File: src/shared/omd_pkg.sv
// shared constants and types for the on-chip memory map decoder
package omd_pkg;

  // byte-address windows, processor view (24-bit)
  localparam logic [23:0] OMD_ROM_BASE   = 24'hfe0000;
  localparam logic [23:0] OMD_ROM_LAST   = 24'hffffff;
  localparam logic [23:0] OMD_SAR_BASE   = 24'h010000;
  localparam logic [23:0] OMD_SAR_LAST   = 24'h04ffff;
  localparam logic [23:0] OMD_DAR_LAST   = 24'h00ffff;
  localparam logic [23:0] OMD_BOOT_BASE  = 24'h04e000;
  localparam logic [23:0] OMD_BOOT_LAST  = 24'h04efff;
  // byte-address windows, dma/usb/lcd view (32-bit)
  localparam logic [31:0] OMD_DSAR_BASE  = 32'h0009_0000;
  localparam logic [31:0] OMD_DSAR_LAST  = 32'h000c_ffff;
  localparam logic [31:0] OMD_DDAR_BASE  = 32'h0001_0000;
  localparam logic [31:0] OMD_DDAR_LAST  = 32'h0001_ffff;

  // field positions
  localparam int OMD_ROM_BLK_LSB = 15; // 16k words = 32 kB per rom block
  localparam int OMD_SAR_BLK_LSB = 13; // 4k words = 8 kB per ram block
  localparam int OMD_ROM_BLKS    = 4;
  localparam int OMD_SAR_BLKS    = 32;
  localparam logic [4:0] OMD_BOOT_BLK = 5'h1f;

  // i/o word-address windows: base and last
  localparam logic [15:0] OMD_IO_IDLE_B  = 16'h0000;
  localparam logic [15:0] OMD_IO_IDLE_L  = 16'h0004;
  localparam logic [15:0] OMD_IO_DMA_B   = 16'h0c00;
  localparam logic [15:0] OMD_IO_DMA_STP = 16'h0100;
  localparam logic [15:0] OMD_IO_DMA_SZ  = 16'h007f;
  localparam logic [15:0] OMD_IO_TMR_B   = 16'h1800;
  localparam logic [15:0] OMD_IO_TMR_STP = 16'h0040;
  localparam logic [15:0] OMD_IO_TMR_SZ  = 16'h001f;
  localparam logic [15:0] OMD_IO_RTC_B   = 16'h1900;
  localparam logic [15:0] OMD_IO_RTC_L   = 16'h197f;
  localparam logic [15:0] OMD_IO_I2C_B   = 16'h1a00;
  localparam logic [15:0] OMD_IO_I2C_L   = 16'h1a6c;
  localparam logic [15:0] OMD_IO_UART_B  = 16'h1b00;
  localparam logic [15:0] OMD_IO_UART_L  = 16'h1b1f;
  localparam logic [15:0] OMD_IO_SYS_B   = 16'h1c00;
  localparam logic [15:0] OMD_IO_SYS_L   = 16'h1cff;
  localparam logic [15:0] OMD_IO_I2S_B   = 16'h2800;
  localparam logic [15:0] OMD_IO_I2S_SZ  = 16'h0040;
  localparam logic [15:0] OMD_IO_LCD_B   = 16'h2e00;
  localparam logic [15:0] OMD_IO_LCD_L   = 16'h2e40;
  localparam logic [15:0] OMD_IO_SPI_B   = 16'h3000;
  localparam logic [15:0] OMD_IO_SPI_L   = 16'h300f;
  localparam logic [15:0] OMD_IO_SD_B    = 16'h3a00;
  localparam logic [15:0] OMD_IO_SD_L    = 16'h3b7f;
  localparam logic [15:0] OMD_IO_SD_HOLE = 16'h3a80;
  localparam logic [15:0] OMD_IO_SD_HL   = 16'h3aff;
  localparam logic [15:0] OMD_IO_ANA_B   = 16'h7000;
  localparam logic [15:0] OMD_IO_ANA_L   = 16'h70ff;
  localparam logic [15:0] OMD_IO_USB_B   = 16'h8000;

  typedef enum logic [3:0] {
    OMD_M_PROG = 4'h1,
    OMD_M_DATA = 4'h2,
    OMD_M_DMA  = 4'h4,
    OMD_M_USB  = 4'h8   // usb and lcd dma share this class
  } omd_master_t;

  typedef enum logic [4:0] {
    OMD_S_IDLE = 5'h01,
    OMD_S_BOOT = 5'h02,
    OMD_S_RUN  = 5'h04,
    OMD_S_RSV3 = 5'h08,
    OMD_S_RSV4 = 5'h10
  } omd_boot_t;

  // one access request
  typedef struct packed {
    logic        valid;
    omd_master_t master;
    logic        io_space;
    logic        write;
    logic [31:0] addr;
  } omd_req_t;

  // target selects for one accepted access
  typedef struct packed {
    logic [OMD_ROM_BLKS-1:0] rom_sel;
    logic [OMD_SAR_BLKS-1:0] sar_sel;
    logic                    dar_sel;
    logic [15:0]             io_sel;
    logic                    unmapped;
  } omd_sel_t;

  // io window index into io_sel
  localparam int OMD_IO_IDLE = 0;
  localparam int OMD_IO_DMA0 = 1;   // dma0..dma3 at 1..4
  localparam int OMD_IO_TMR0 = 5;   // timer0..2 at 5..7
  localparam int OMD_IO_RTC  = 8;
  localparam int OMD_IO_I2C  = 9;
  localparam int OMD_IO_UART = 10;
  localparam int OMD_IO_SYS  = 11;
  localparam int OMD_IO_I2S  = 12;
  localparam int OMD_IO_SD   = 13;
  localparam int OMD_IO_USB  = 14;
  localparam int OMD_IO_MISC = 15;  // lcd, spi, analog

endpackage

File: src/hw/omd_decoder.sv
// memory-region selector and i/o decoder for the on-chip memory map
`timescale 1ns/1ps

// Functional notes
// - top window fe0000h..ffffffh goes to on-chip rom when enabled
// - rom is four 16k-word blocks, 128 kB, chosen by upper bits
// - rom_disable_bit clear (default): top window decoded to rom
// - rom_disable_bit set: rom leaves the map, top window unmapped
// - hardware reset always clears rom_disable_bit
// - software reset instruction leaves rom_disable_bit unchanged
// - rom accepts program bus and data bus accesses
// - each rom block completes one word per cycle, no wait states
// - 010000h..04ffffh maps to single_access_ram, 32 blocks of 4k words
// - each ram block serves one access per cycle; conflicts serialised
// - ram reachable from program, data, dma, usb and lcd buses
// - dma view of ram starts at 0009_0000h, blocks in 8 kB steps
// - last ram block range reserved for bootloader until boot ends
// - separate 64k-word i/o space decoded apart from memory space
// - dma reaches i2c, uart, i2s, sd, usb and converter registers
// - i/o windows by word address: idle, dma, timers, system, usb
// - each dual_access_ram block takes two accesses per cycle
// - usb and lcd masters get no path to dual_access_ram
module omd_decoder
  import omd_pkg::*;
#(
  parameter int NREQ = 2
)(
  input  wire logic                  mclk,
  input  wire logic                  rstn,
  input  wire omd_pkg::omd_req_t     req        [NREQ],
  input  wire logic                  status_reg_3_wr,
  input  wire logic                  status_reg_3_rom_dis,
  input  wire logic                  soft_reset,
  input  wire logic                  boot_done,
  output logic                       grant      [NREQ],
  output omd_pkg::omd_sel_t          sel        [NREQ],
  output logic                       rom_disable_bit,
  output logic                       boot_active
);

  omd_sel_t  dec      [NREQ];
  logic      conflict [NREQ];
  logic      dual     [NREQ];
  logic      busy_blk [NREQ];
  logic [4:0] blk     [NREQ];
  logic      is_sar   [NREQ];
  logic [15:0] io_hit [NREQ];
  logic      rom_dis_r;
  omd_boot_t boot_r;
  logic [NREQ-1:0] rr_r;
  logic [NREQ-1:0] grant_nxt;
  omd_sel_t  sel_r    [NREQ];
  logic      grant_r  [NREQ];

  ////////////////////////////////////////////////////////////////////////
  // rom disable bit

  always_ff @(posedge mclk or negedge rstn) begin
    if (!rstn) begin
      rom_dis_r <= 1'b0;
    end else if (status_reg_3_wr) begin
      rom_dis_r <= status_reg_3_rom_dis;
    end
    // soft_reset intentionally does not touch this bit
  end

  ////////////////////////////////////////////////////////////////////////
  // boot state: last ram block held for the loader

  always_ff @(posedge mclk or negedge rstn) begin
    if (!rstn) begin
      boot_r <= OMD_S_IDLE;
    end else begin
      case (boot_r)
        OMD_S_IDLE: boot_r <= OMD_S_BOOT;
        OMD_S_BOOT: if (boot_done) boot_r <= OMD_S_RUN;
        OMD_S_RUN:  if (soft_reset) boot_r <= OMD_S_BOOT;
        default:    boot_r <= OMD_S_BOOT;
      endcase
    end
  end

  ////////////////////////////////////////////////////////////////////////
  // per-request address decode

  for (genvar g = 0; g < NREQ; g++) begin : g_dec
    omd_io_decode u_io (
      .io_addr  (req[g].addr[15:0]),
      .from_dma (req[g].master != OMD_M_PROG &&
                 req[g].master != OMD_M_DATA),
      .io_hit   (io_hit[g])
    );

    always_comb begin
      logic        cpu;
      logic [23:0] a24;
      logic [31:0] dofs;
      cpu  = (req[g].master == OMD_M_PROG) || (req[g].master == OMD_M_DATA);
      a24  = req[g].addr[23:0];
      dofs = 32'h0000_0000;
      dec[g]    = '0;
      is_sar[g] = 1'b0;
      blk[g]    = 5'h00;
      dual[g]   = 1'b0;
      if (!req[g].valid) begin
        dec[g].unmapped = 1'b0;
      end else if (req[g].io_space) begin
        dec[g].io_sel = io_hit[g];
      end else if (cpu) begin
        if (a24 >= OMD_ROM_BASE && !rom_dis_r) begin
          dec[g].rom_sel[a24[OMD_ROM_BLK_LSB +: 2]] = 1'b1;
        end else if (a24 >= OMD_SAR_BASE && a24 <= OMD_SAR_LAST) begin
          is_sar[g] = 1'b1;
          blk[g] = 5'((a24 - OMD_SAR_BASE) >> OMD_SAR_BLK_LSB);
        end else if (a24 <= OMD_DAR_LAST) begin
          dec[g].dar_sel = 1'b1;
          dual[g] = 1'b1;
        end
        // top window with rom_disable_bit set falls through unmapped
      end else begin
        if (req[g].addr >= OMD_DSAR_BASE &&
            req[g].addr <= OMD_DSAR_LAST) begin
          dofs = req[g].addr - OMD_DSAR_BASE;
          is_sar[g] = 1'b1;
          blk[g] = dofs[OMD_SAR_BLK_LSB +: 5];
        end else if (req[g].addr >= OMD_DDAR_BASE &&
                     req[g].addr <= OMD_DDAR_LAST &&
                     req[g].master != OMD_M_USB) begin
          dec[g].dar_sel = 1'b1;
          dual[g] = 1'b1;
        end
      end
      // loader-owned block refused to other masters during boot
      if (is_sar[g] && blk[g] == OMD_BOOT_BLK && boot_r != OMD_S_RUN &&
          req[g].master != OMD_M_PROG && req[g].master != OMD_M_DATA)
        is_sar[g] = 1'b0;
      if (is_sar[g])
        dec[g].sar_sel[blk[g]] = 1'b1;
      // io space without a window and unmapped memory select nothing
      if (req[g].valid && dec[g].rom_sel == '0 && dec[g].sar_sel == '0 &&
          !dec[g].dar_sel && dec[g].io_sel == '0)
        dec[g].unmapped = 1'b1;
    end
  end

  ////////////////////////////////////////////////////////////////////////
  // single-access conflicts: round-robin between requesters

  always_comb begin
    for (int i = 0; i < NREQ; i++) begin
      conflict[i] = 1'b0;
      busy_blk[i] = 1'b0;
      for (int j = 0; j < NREQ; j++) begin
        if (j != i && req[j].valid && is_sar[i] && is_sar[j] &&
            blk[i] == blk[j] && rr_r[j])
          conflict[i] = 1'b1;
        // rom blocks are single ported too
        if (j != i && req[j].valid && rr_r[j] &&
            (dec[i].rom_sel & dec[j].rom_sel) != '0)
          busy_blk[i] = 1'b1;
      end
      // dual-port blocks never conflict
      grant_nxt[i] = req[i].valid &
                     (dual[i] | ~(conflict[i] | busy_blk[i]));
    end
  end

  always_ff @(posedge mclk or negedge rstn) begin
    if (!rstn) begin
      rr_r <= NREQ'(1);
    end else if (grant_nxt != '0) begin
      rr_r <= {rr_r[NREQ-2:0], rr_r[NREQ-1]};
    end
  end

  ////////////////////////////////////////////////////////////////////////
  // registered selects: one-cycle access

  always_ff @(posedge mclk or negedge rstn) begin
    if (!rstn) begin
      for (int i = 0; i < NREQ; i++) begin
        sel_r[i]   <= '0;
        grant_r[i] <= 1'b0;
      end
    end else begin
      for (int i = 0; i < NREQ; i++) begin
        grant_r[i] <= grant_nxt[i];
        sel_r[i]   <= grant_nxt[i] ? dec[i] : '0;
      end
    end
  end

  always_comb begin
    for (int i = 0; i < NREQ; i++) begin
      grant[i] = grant_r[i];
      sel[i]   = sel_r[i];
    end
  end

  always_ff @(posedge mclk or negedge rstn) begin
    if (!rstn) begin
      rom_disable_bit <= 1'b0;
      boot_active     <= 1'b1;
    end else begin
      rom_disable_bit <= rom_dis_r;
      boot_active     <= (boot_r != OMD_S_RUN);
    end
  end

endmodule

File: src/hw/omd_io_decode.sv
// word-address decoder for the 64k-word i/o space
`timescale 1ns/1ps
module omd_io_decode
  import omd_pkg::*;
(
  input  wire logic [15:0] io_addr,
  input  wire logic        from_dma,
  output logic      [15:0] io_hit
);

  logic [15:0] off;

  always_comb begin
    io_hit = 16'h0000;
    off    = 16'h0000;
    if (io_addr <= OMD_IO_IDLE_L)
      io_hit[OMD_IO_IDLE] = 1'b1;
    for (int i = 0; i < 4; i++) begin
      off = io_addr - (OMD_IO_DMA_B + 16'(i) * OMD_IO_DMA_STP);
      if (io_addr >= OMD_IO_DMA_B + 16'(i) * OMD_IO_DMA_STP &&
          off <= OMD_IO_DMA_SZ)
        io_hit[OMD_IO_DMA0 + i] = 1'b1;
    end
    for (int i = 0; i < 3; i++) begin
      off = io_addr - (OMD_IO_TMR_B + 16'(i) * OMD_IO_TMR_STP);
      if (io_addr >= OMD_IO_TMR_B + 16'(i) * OMD_IO_TMR_STP &&
          off <= OMD_IO_TMR_SZ)
        io_hit[OMD_IO_TMR0 + i] = 1'b1;
    end
    if (io_addr >= OMD_IO_RTC_B && io_addr <= OMD_IO_RTC_L)
      io_hit[OMD_IO_RTC] = 1'b1;
    if (io_addr >= OMD_IO_I2C_B && io_addr <= OMD_IO_I2C_L)
      io_hit[OMD_IO_I2C] = 1'b1;
    if (io_addr >= OMD_IO_UART_B && io_addr <= OMD_IO_UART_L)
      io_hit[OMD_IO_UART] = 1'b1;
    if (io_addr >= OMD_IO_SYS_B && io_addr <= OMD_IO_SYS_L)
      io_hit[OMD_IO_SYS] = 1'b1;
    for (int i = 0; i < 4; i++) begin
      off = io_addr - (OMD_IO_I2S_B + 16'(i) * OMD_IO_DMA_STP);
      if (io_addr >= OMD_IO_I2S_B + 16'(i) * OMD_IO_DMA_STP &&
          off <= OMD_IO_I2S_SZ)
        io_hit[OMD_IO_I2S] = 1'b1;
    end
    if (io_addr >= OMD_IO_SD_B && io_addr <= OMD_IO_SD_L &&
        !(io_addr >= OMD_IO_SD_HOLE && io_addr <= OMD_IO_SD_HL))
      io_hit[OMD_IO_SD] = 1'b1;
    if (io_addr >= OMD_IO_USB_B)
      io_hit[OMD_IO_USB] = 1'b1;
    if ((io_addr >= OMD_IO_LCD_B && io_addr <= OMD_IO_LCD_L) ||
        (io_addr >= OMD_IO_SPI_B && io_addr <= OMD_IO_SPI_L) ||
        (io_addr >= OMD_IO_ANA_B && io_addr <= OMD_IO_ANA_L))
      io_hit[OMD_IO_MISC] = 1'b1;
    // dma reaches only the peripheral data windows
    if (from_dma)
      io_hit = io_hit & ((16'h0001 << OMD_IO_I2C) |
                         (16'h0001 << OMD_IO_UART) |
                         (16'h0001 << OMD_IO_I2S) |
                         (16'h0001 << OMD_IO_SD) |
                         (16'h0001 << OMD_IO_USB) |
                         (16'h0001 << OMD_IO_MISC));
  end

endmodule

File: config.mk
export PLATFORM = sky130hd
export DESIGN_NAME = omd_decoder
export DESIGN_NICKNAME = d
export VERILOG_FILES = /design/src/shared/omd_pkg.sv /design/src/hw/omd_decoder.sv /design/src/hw/omd_io_decode.sv
export SDC_FILE = /design/constraint.sdc
export NUM_CORES = 1
export LEC_CHECK = 0
export BUFFER_PORTS_ARGS = -buffer_cell sky130_fd_sc_hd__buf_4
export CORE_UTILIZATION = 40
export DETAILED_ROUTE_END_ITERATION = 16
export SLEW_MARGIN = 20
export SYNTH_ARGS = -nofsm -noshare
export SYNTH_HDL_FRONTEND = slang
export SYNTH_SLANG_ARGS = --single-unit
File: constraint.sdc
create_clock -name mclk -period 3.1 [get_ports mclk]
set_input_delay 0.465 -clock mclk [delete_from_list [all_inputs] [get_ports mclk]]
set_output_delay 0.465 -clock mclk [all_outputs]
set_load 0.03 [all_outputs]
==> results of run 1 <==
[Yosys cell counts, types with 9 or more instances]
| library cell | number | share of area (%) |
|---|---|---|
| a31oi_1 | 10 | 0.86 |
| dfrtp_1 | 115 | 39 |
| clkbuf_1 | 38 | 2.0 |
| or4_1 | 17 | 1.8 |
| nand2_1 | 65 | 3.3 |
| nand3_1 | 37 | 2.5 |
| buf_2 | 16 | 1.1 |
| ha_1 | 29 | 5.0 |
| nand4_1 | 23 | 2.0 |
| nor2_1 | 57 | 2.9 |
| o21ai_0 | 26 | 1.8 |
| xnor2_1 | 9 | 1.1 |
| nand2b_1 | 12 | 1.0 |
| nor2b_1 | 16 | 1.4 |
| inv_1 | 29 | 1.5 |
| and2_1 | 9 | 0.77 |
| nor3_1 | 35 | 2.4 |
| xor2_1 | 18 | 2.2 |
| a21oi_1 | 29 | 2.0 |
| nor4_1 | 88 | 7.5 |
[worst max-delay path by stage]
stage	from	to	depth (start not counted)
after floorplan	req[51]	sel[54]	11
after global placement	req[50]	sel[54]	9
after detailed placement	req[50]	sel[54]	9
after CTS	req[50]	sel[54]	9
after global routing	req[50]	sel[54]	9
final	req[50]	sel[54]	9
[power by group]
part	total [uW]	leakage (uW)	internal, uW	switching (uW)
registers	1560	0.00162	1550	5.90
logic	632	0.00254	239	393
clock network	2000	0.000282	1260	745
[worst max-delay path, stage by stage]
cell and delay, ps:
buf_4 170, ha_1 270, xor2_1 190, nand4_1 120
nor4_1 70, or4_1 530, or4_1 400, or4_1 520
nor4_2 210
[logic make-up after synthesis]
family | Yosys count | synth area share, %
AO/OA/AOI/OAI | 126 | 11.5
XOR/XNOR | 27 | 3.24
adder cells (fa/ha/maj) | 29 | 4.98
buffers and inverters | 101 | 6.21
flip-flops | 118 | 40.5
multiplexers | 9 | 1.30
other | 1 | 0.0514
AND/OR/NAND/NOR | 417 | 32.1
[metrics by stage]
stage	util [%]	setup WS, ps	hold slack (ps)	area, sq um	std cells
after detailed placement	51.1	63.8	444	9160	1238
after global placement	51.1	82.5	446	9160	1238
final	54.4	483	-3.19	9740	1268
after floorplan	-	32.8	169	7290	828
after CTS	54.4	488	4.99	9740	1268
after global routing	54.4	346	28.4	9740	1268
[sequential cells by signal, indices dropped and copies added (netlist names)]
name	count
sel	108
boot_r	3
grant	2
rr_r	2
boot_active	1
rom_dis_r	1
rom_disable_bit	1
[area by class of cell]
type / instances / area (sq um) / area share [%]
Sequential cell: 118 / 2960 / 30.4
Tap cell: 229 / 287 / 2.94
Inverter: 33 / 124 / 1.27
Multi-Input combinational cell: 609 / 3880 / 39.9
Timing Repair Buffer: 249 / 1910 / 19.6
Clock inverter: 12 / 155 / 1.59
Clock buffer: 18 / 429 / 4.41
[metal layers]
metal  track usage [%]  routed length, um
met1              34.9              10500
met2              43.9              11800
met3              4.56               1700
met4              12.9                994
met5                 0                  0
==> impl_metrics.ini, run 1 <==
[die]
die_area_sq_mm = 0.0188
die_w_um = 137
core_sq_mm = 0.0179
ioPinCount = 196
die_y_um = 137
start_util_pct = 40.7
rows = 49

[placement]
dpl.hpwl_um = 18400
io_buffers = 193
place_congestion = 0.969

[layout]
final_cell_mix = buf_4 (246), dfrtp_1 (115), nor4_1 (88)
num_antenna_cells = 0
area_growth_pct = 33.6
layout-drive-gt1-share_pct = 29.6
num-nets-final = 1141
nFillCells = 1692
final_common_cell = buf_4

[clocking]
ctsHoldBuffers = 0
path_clk_slew_ps = 60
h-tree-depth = 4
clkSinkCount = 118
cts-resized-gates = 0
cts_max_path_buffers = 2
cts_tree = done
cts_setup_buffers = 0
numCtsBuffers = 17
insertion_delay_ps = 420
ctsRootBufferMaster = clkbuf_16

[critical_path]
worstSetupPathType = in -> reg
r2r_slack_ps = 890
end_kind = register
r2r-start = rom_dis_r
cp.required_ps = 3420
worstPathMaxFanout = 14
reg2reg_depth = 7
r2r-end = sel[74]
critPathLaunchType = primary input
arrival_ps = 2940

[timing]
grt_setup_unrepaired = false
slew_headroom_pct = 57.5
drv_slew = 0
final-setup-viol-count = 0
finalCriticalPeriod_ps = 2620
tightest_slew_ps = 636
max_freq_mhz = 382
fin_hold_ws_ps = -3.19
finalHoldViolCount = 7
fin_crit_sh_pct = 84.4
fin_skew_ps = 5.91
timing.setup.tns_ps = 0

[logic_synthesis]
synthFlopType = dfrtp_1
yosysWarnings = 0
synth_cell_types = 81
async_reset_ff_share_pct = 100
synth-seq-area-share_pct = 40.5
syn_avg_cell_area_sq_um = 8.81
synth_seq_cells = 118
syn_area_sq_mm = 0.00729
syn_nets = 941
synth_edf_count = 0
syn_inst = 828

[power]
power_density_mw_per_mm2 = 430
power_uw = 4190
p_leak_uw = 0.00444
irDropWorstVdd_mv = 0.374

[global_route]
overflow = 0
grt_usage_pct = 27.1
grt_max_degree = 65
grt_pass1_wl_um = 38600
antenna_found_initial = 0
grt_pass1_vias = 7011

[flow_run]
cap_violations = 0

[route]
dr.pass1.iters = 5
viasPerCell = 5.81
drc_errors = 0
avgRoutedWirePerCell_um = 19.7
via_count = 7366
drt.antenna.violating_nets = 0
drtIter0Drc = 550
wl_um = 24900

[status]
violations = negative hold slack
status = complete, but fails checks

[hold_path]
holdCritPathClass = in -> async
(Power assumes the default switching activity.)
==> inputs of run 2 (changes only) <==
Settings changed: PLACE_DENSITY from default to 0.66.
Clock period 3.1 ns to 2.4 ns, I/O delays scaled along.
==> run 2 against run 1 <==
- the flow still finishes with violations (negative hold slack)
- count of clock-buffer cells in the layout is 1 higher
- worst setup slack worse by 400 ps
- non-clock buffer count grew 182
- first-iteration DRC count up 29%
- combinational power is 63% higher
- worst hold slack got worse by 18 ps
- design area grew 15%
- via count rose by 11%
- die area unchanged
- final cell count is 15% higher
- critical path depth unchanged
- sequential power up 29%
- critical endpoint is now sel[82]
- largest cell class unchanged
- largest power group unchanged
==> impl_metrics.ini, run 2 (synthesis results as in run 1) <==
[route]
wl_um = 27600
wl_met2_um = 12300
wl_met1_um = 12300
viasPerCell = 5.62
avgRoutedWirePerCell_um = 19.0
via_count = 8160
drc_errors = 0
dr.pass1.iters = 5
top_layer = met4
drtIter0Drc = 709
dr_wl_met3_um = 2170
drt.antenna.violating_nets = 0

[clocking]
cts_tree = done
insertion_delay_ps = 430
numCtsBuffers = 17
h-tree-depth = 4
clkSinkCount = 118
path_clk_slew_ps = 50
ctsRootBufferMaster = clkbuf_16
cts_max_path_buffers = 2
cts_setup_buffers = 0

[power]
p_leak_uw = 0.00535
irDropWorstVdd_mv = 0.553
power_uw = 5520
power_density_mw_per_mm2 = 491

[layout]
multi_input_area_sq_mm = 0.00401
stdcell_count = 1452
num_antenna_cells = 0
layout-drive-gt1-share_pct = 42.3
nFillCells = 1586
final-seq-area_sq_mm = 0.00296
area_growth_pct = 54.2
largest_reg_flops = 108
final_cell_mix = buf_4 (425), dfrtp_1 (115), nor4_1 (85)
num-nets-final = 1323
final_common_cell = buf_4

[die]
die_y_um = 137
core_sq_mm = 0.0179
start_util_pct = 40.7
rows = 49
die_area_sq_mm = 0.0188
ioPinCount = 196
die_w_um = 137

[critical_path]
arrival_ps = 2610
worstPathMaxFanout = 37
r2r-start = rom_dis_r
critPathLaunchType = primary input
cp-startpoint = req[69]
worstSetupPathType = in -> reg
end_kind = register
cp.required_ps = 2690

[global_route]
antenna_found_initial = 0
grt_usage_pct = 30.5
grt_pass1_vias = 7912
overflow = 0
grt_max_degree = 56
grt_pass1_wl_um = 43300

[timing]
finalCriticalPeriod_ps = 2320
max_freq_mhz = 431
grt_setup_unrepaired = false
final-setup-viol-count = 0
slew_headroom_pct = 47.1
drv_slew = 0
fin_skew_ps = 13.3
tightest_slew_ps = 787
fin_crit_sh_pct = 96.6
fin_hold_ws_ps = -21.0
finalHoldViolCount = 13

[flow_run]
cap_violations = 0

[status]
status = complete, but fails checks
violations = negative hold slack

[placement]
place_inst = 1420
dpl.hpwl_um = 21600
place_congestion = 1.00
io_buffers = 193

[hold_path]
holdCritPathClass = in -> async
## run 2: cell count changes in the layout (fill, tap and decap cells not counted), sizes merged
cell      before  now
bufinv         3    2
clkinvlp       2    4
buf          249  431
clkinv         6    7
inv           34   33
clkbuf        18   19
## run 2: critical path, cell delays in order
cell	delay (ps)
buf_4	100
or4_1	510
a211o_1	330
mux2i_1	260
nand4_1	190
o32ai_2	310
a31o_1	230
buf_12	210
nor4_1	90
## run 2: where the power goes
| group | leakage, uW | switching, uW | total (uW) | internal, uW |
|---|---|---|---|---|
| logic | 0.00346 | 571 | 1030 | 457 |
| registers | 0.00162 | 7.50 | 2010 | 2010 |
| clock network | 0.000269 | 958 | 2480 | 1520 |
## run 2: final timing paths
check / slack [ps] / endpoint / cells past startpoint
max: 80 / sel[82] / 9
min: -20 / sel[44] / 1
max reg2reg: 220 / sel[82] / 7
min in group mclk: 170 / rom_dis_r / 2
min reg2reg: 490 / rom_disable_bit / 0
max in group asynchronous: 1770 / sel[65] / 2
## run 2: metrics by stage
step,cell area [sq um],hold slack (ps),util [%],TNS (ps),setup WS [ps]
2_1_floorplan,7450,64.4,-,-2310,-144
3_3_place_gp,10600,444,59.3,-22110,-351
3_5_place_dp,10600,450,59.3,-24130,-373
4_1_cts,11200,2.68,62.5,0,58.8
5_1_grt,11200,38.1,62.8,0,0.584
6_report,11200,-21.0,62.8,0,82.3
## run 2: area by class of cell
| cell class | instances | area share, % |
|---|---|---|
| clock inverter | 13 | 1.18 |
| inverter | 33 | 1.12 |
| clock buffer | 19 | 3.85 |
| timing repair buffer | 431 | 29.4 |
| tap | 229 | 2.55 |
| sequential | 118 | 26.3 |
| multi-input combinational | 609 | 35.6 |
## run 2: per-layer routing
layer / vias to the layer above / track usage, %
met2: 408 / 45.8
li1: 3836 / -
met1: 3846 / 42.8
met3: 70 / 6.26
met5: - / 0
met4: 0 / 11.8
## run 2: repair_timing
action                                  CTS  global route
hold buffers                              0             0
endpoints found under the hold margin     0             0
endpoints found under the setup margin    0            51
gates resized for setup                   0            11
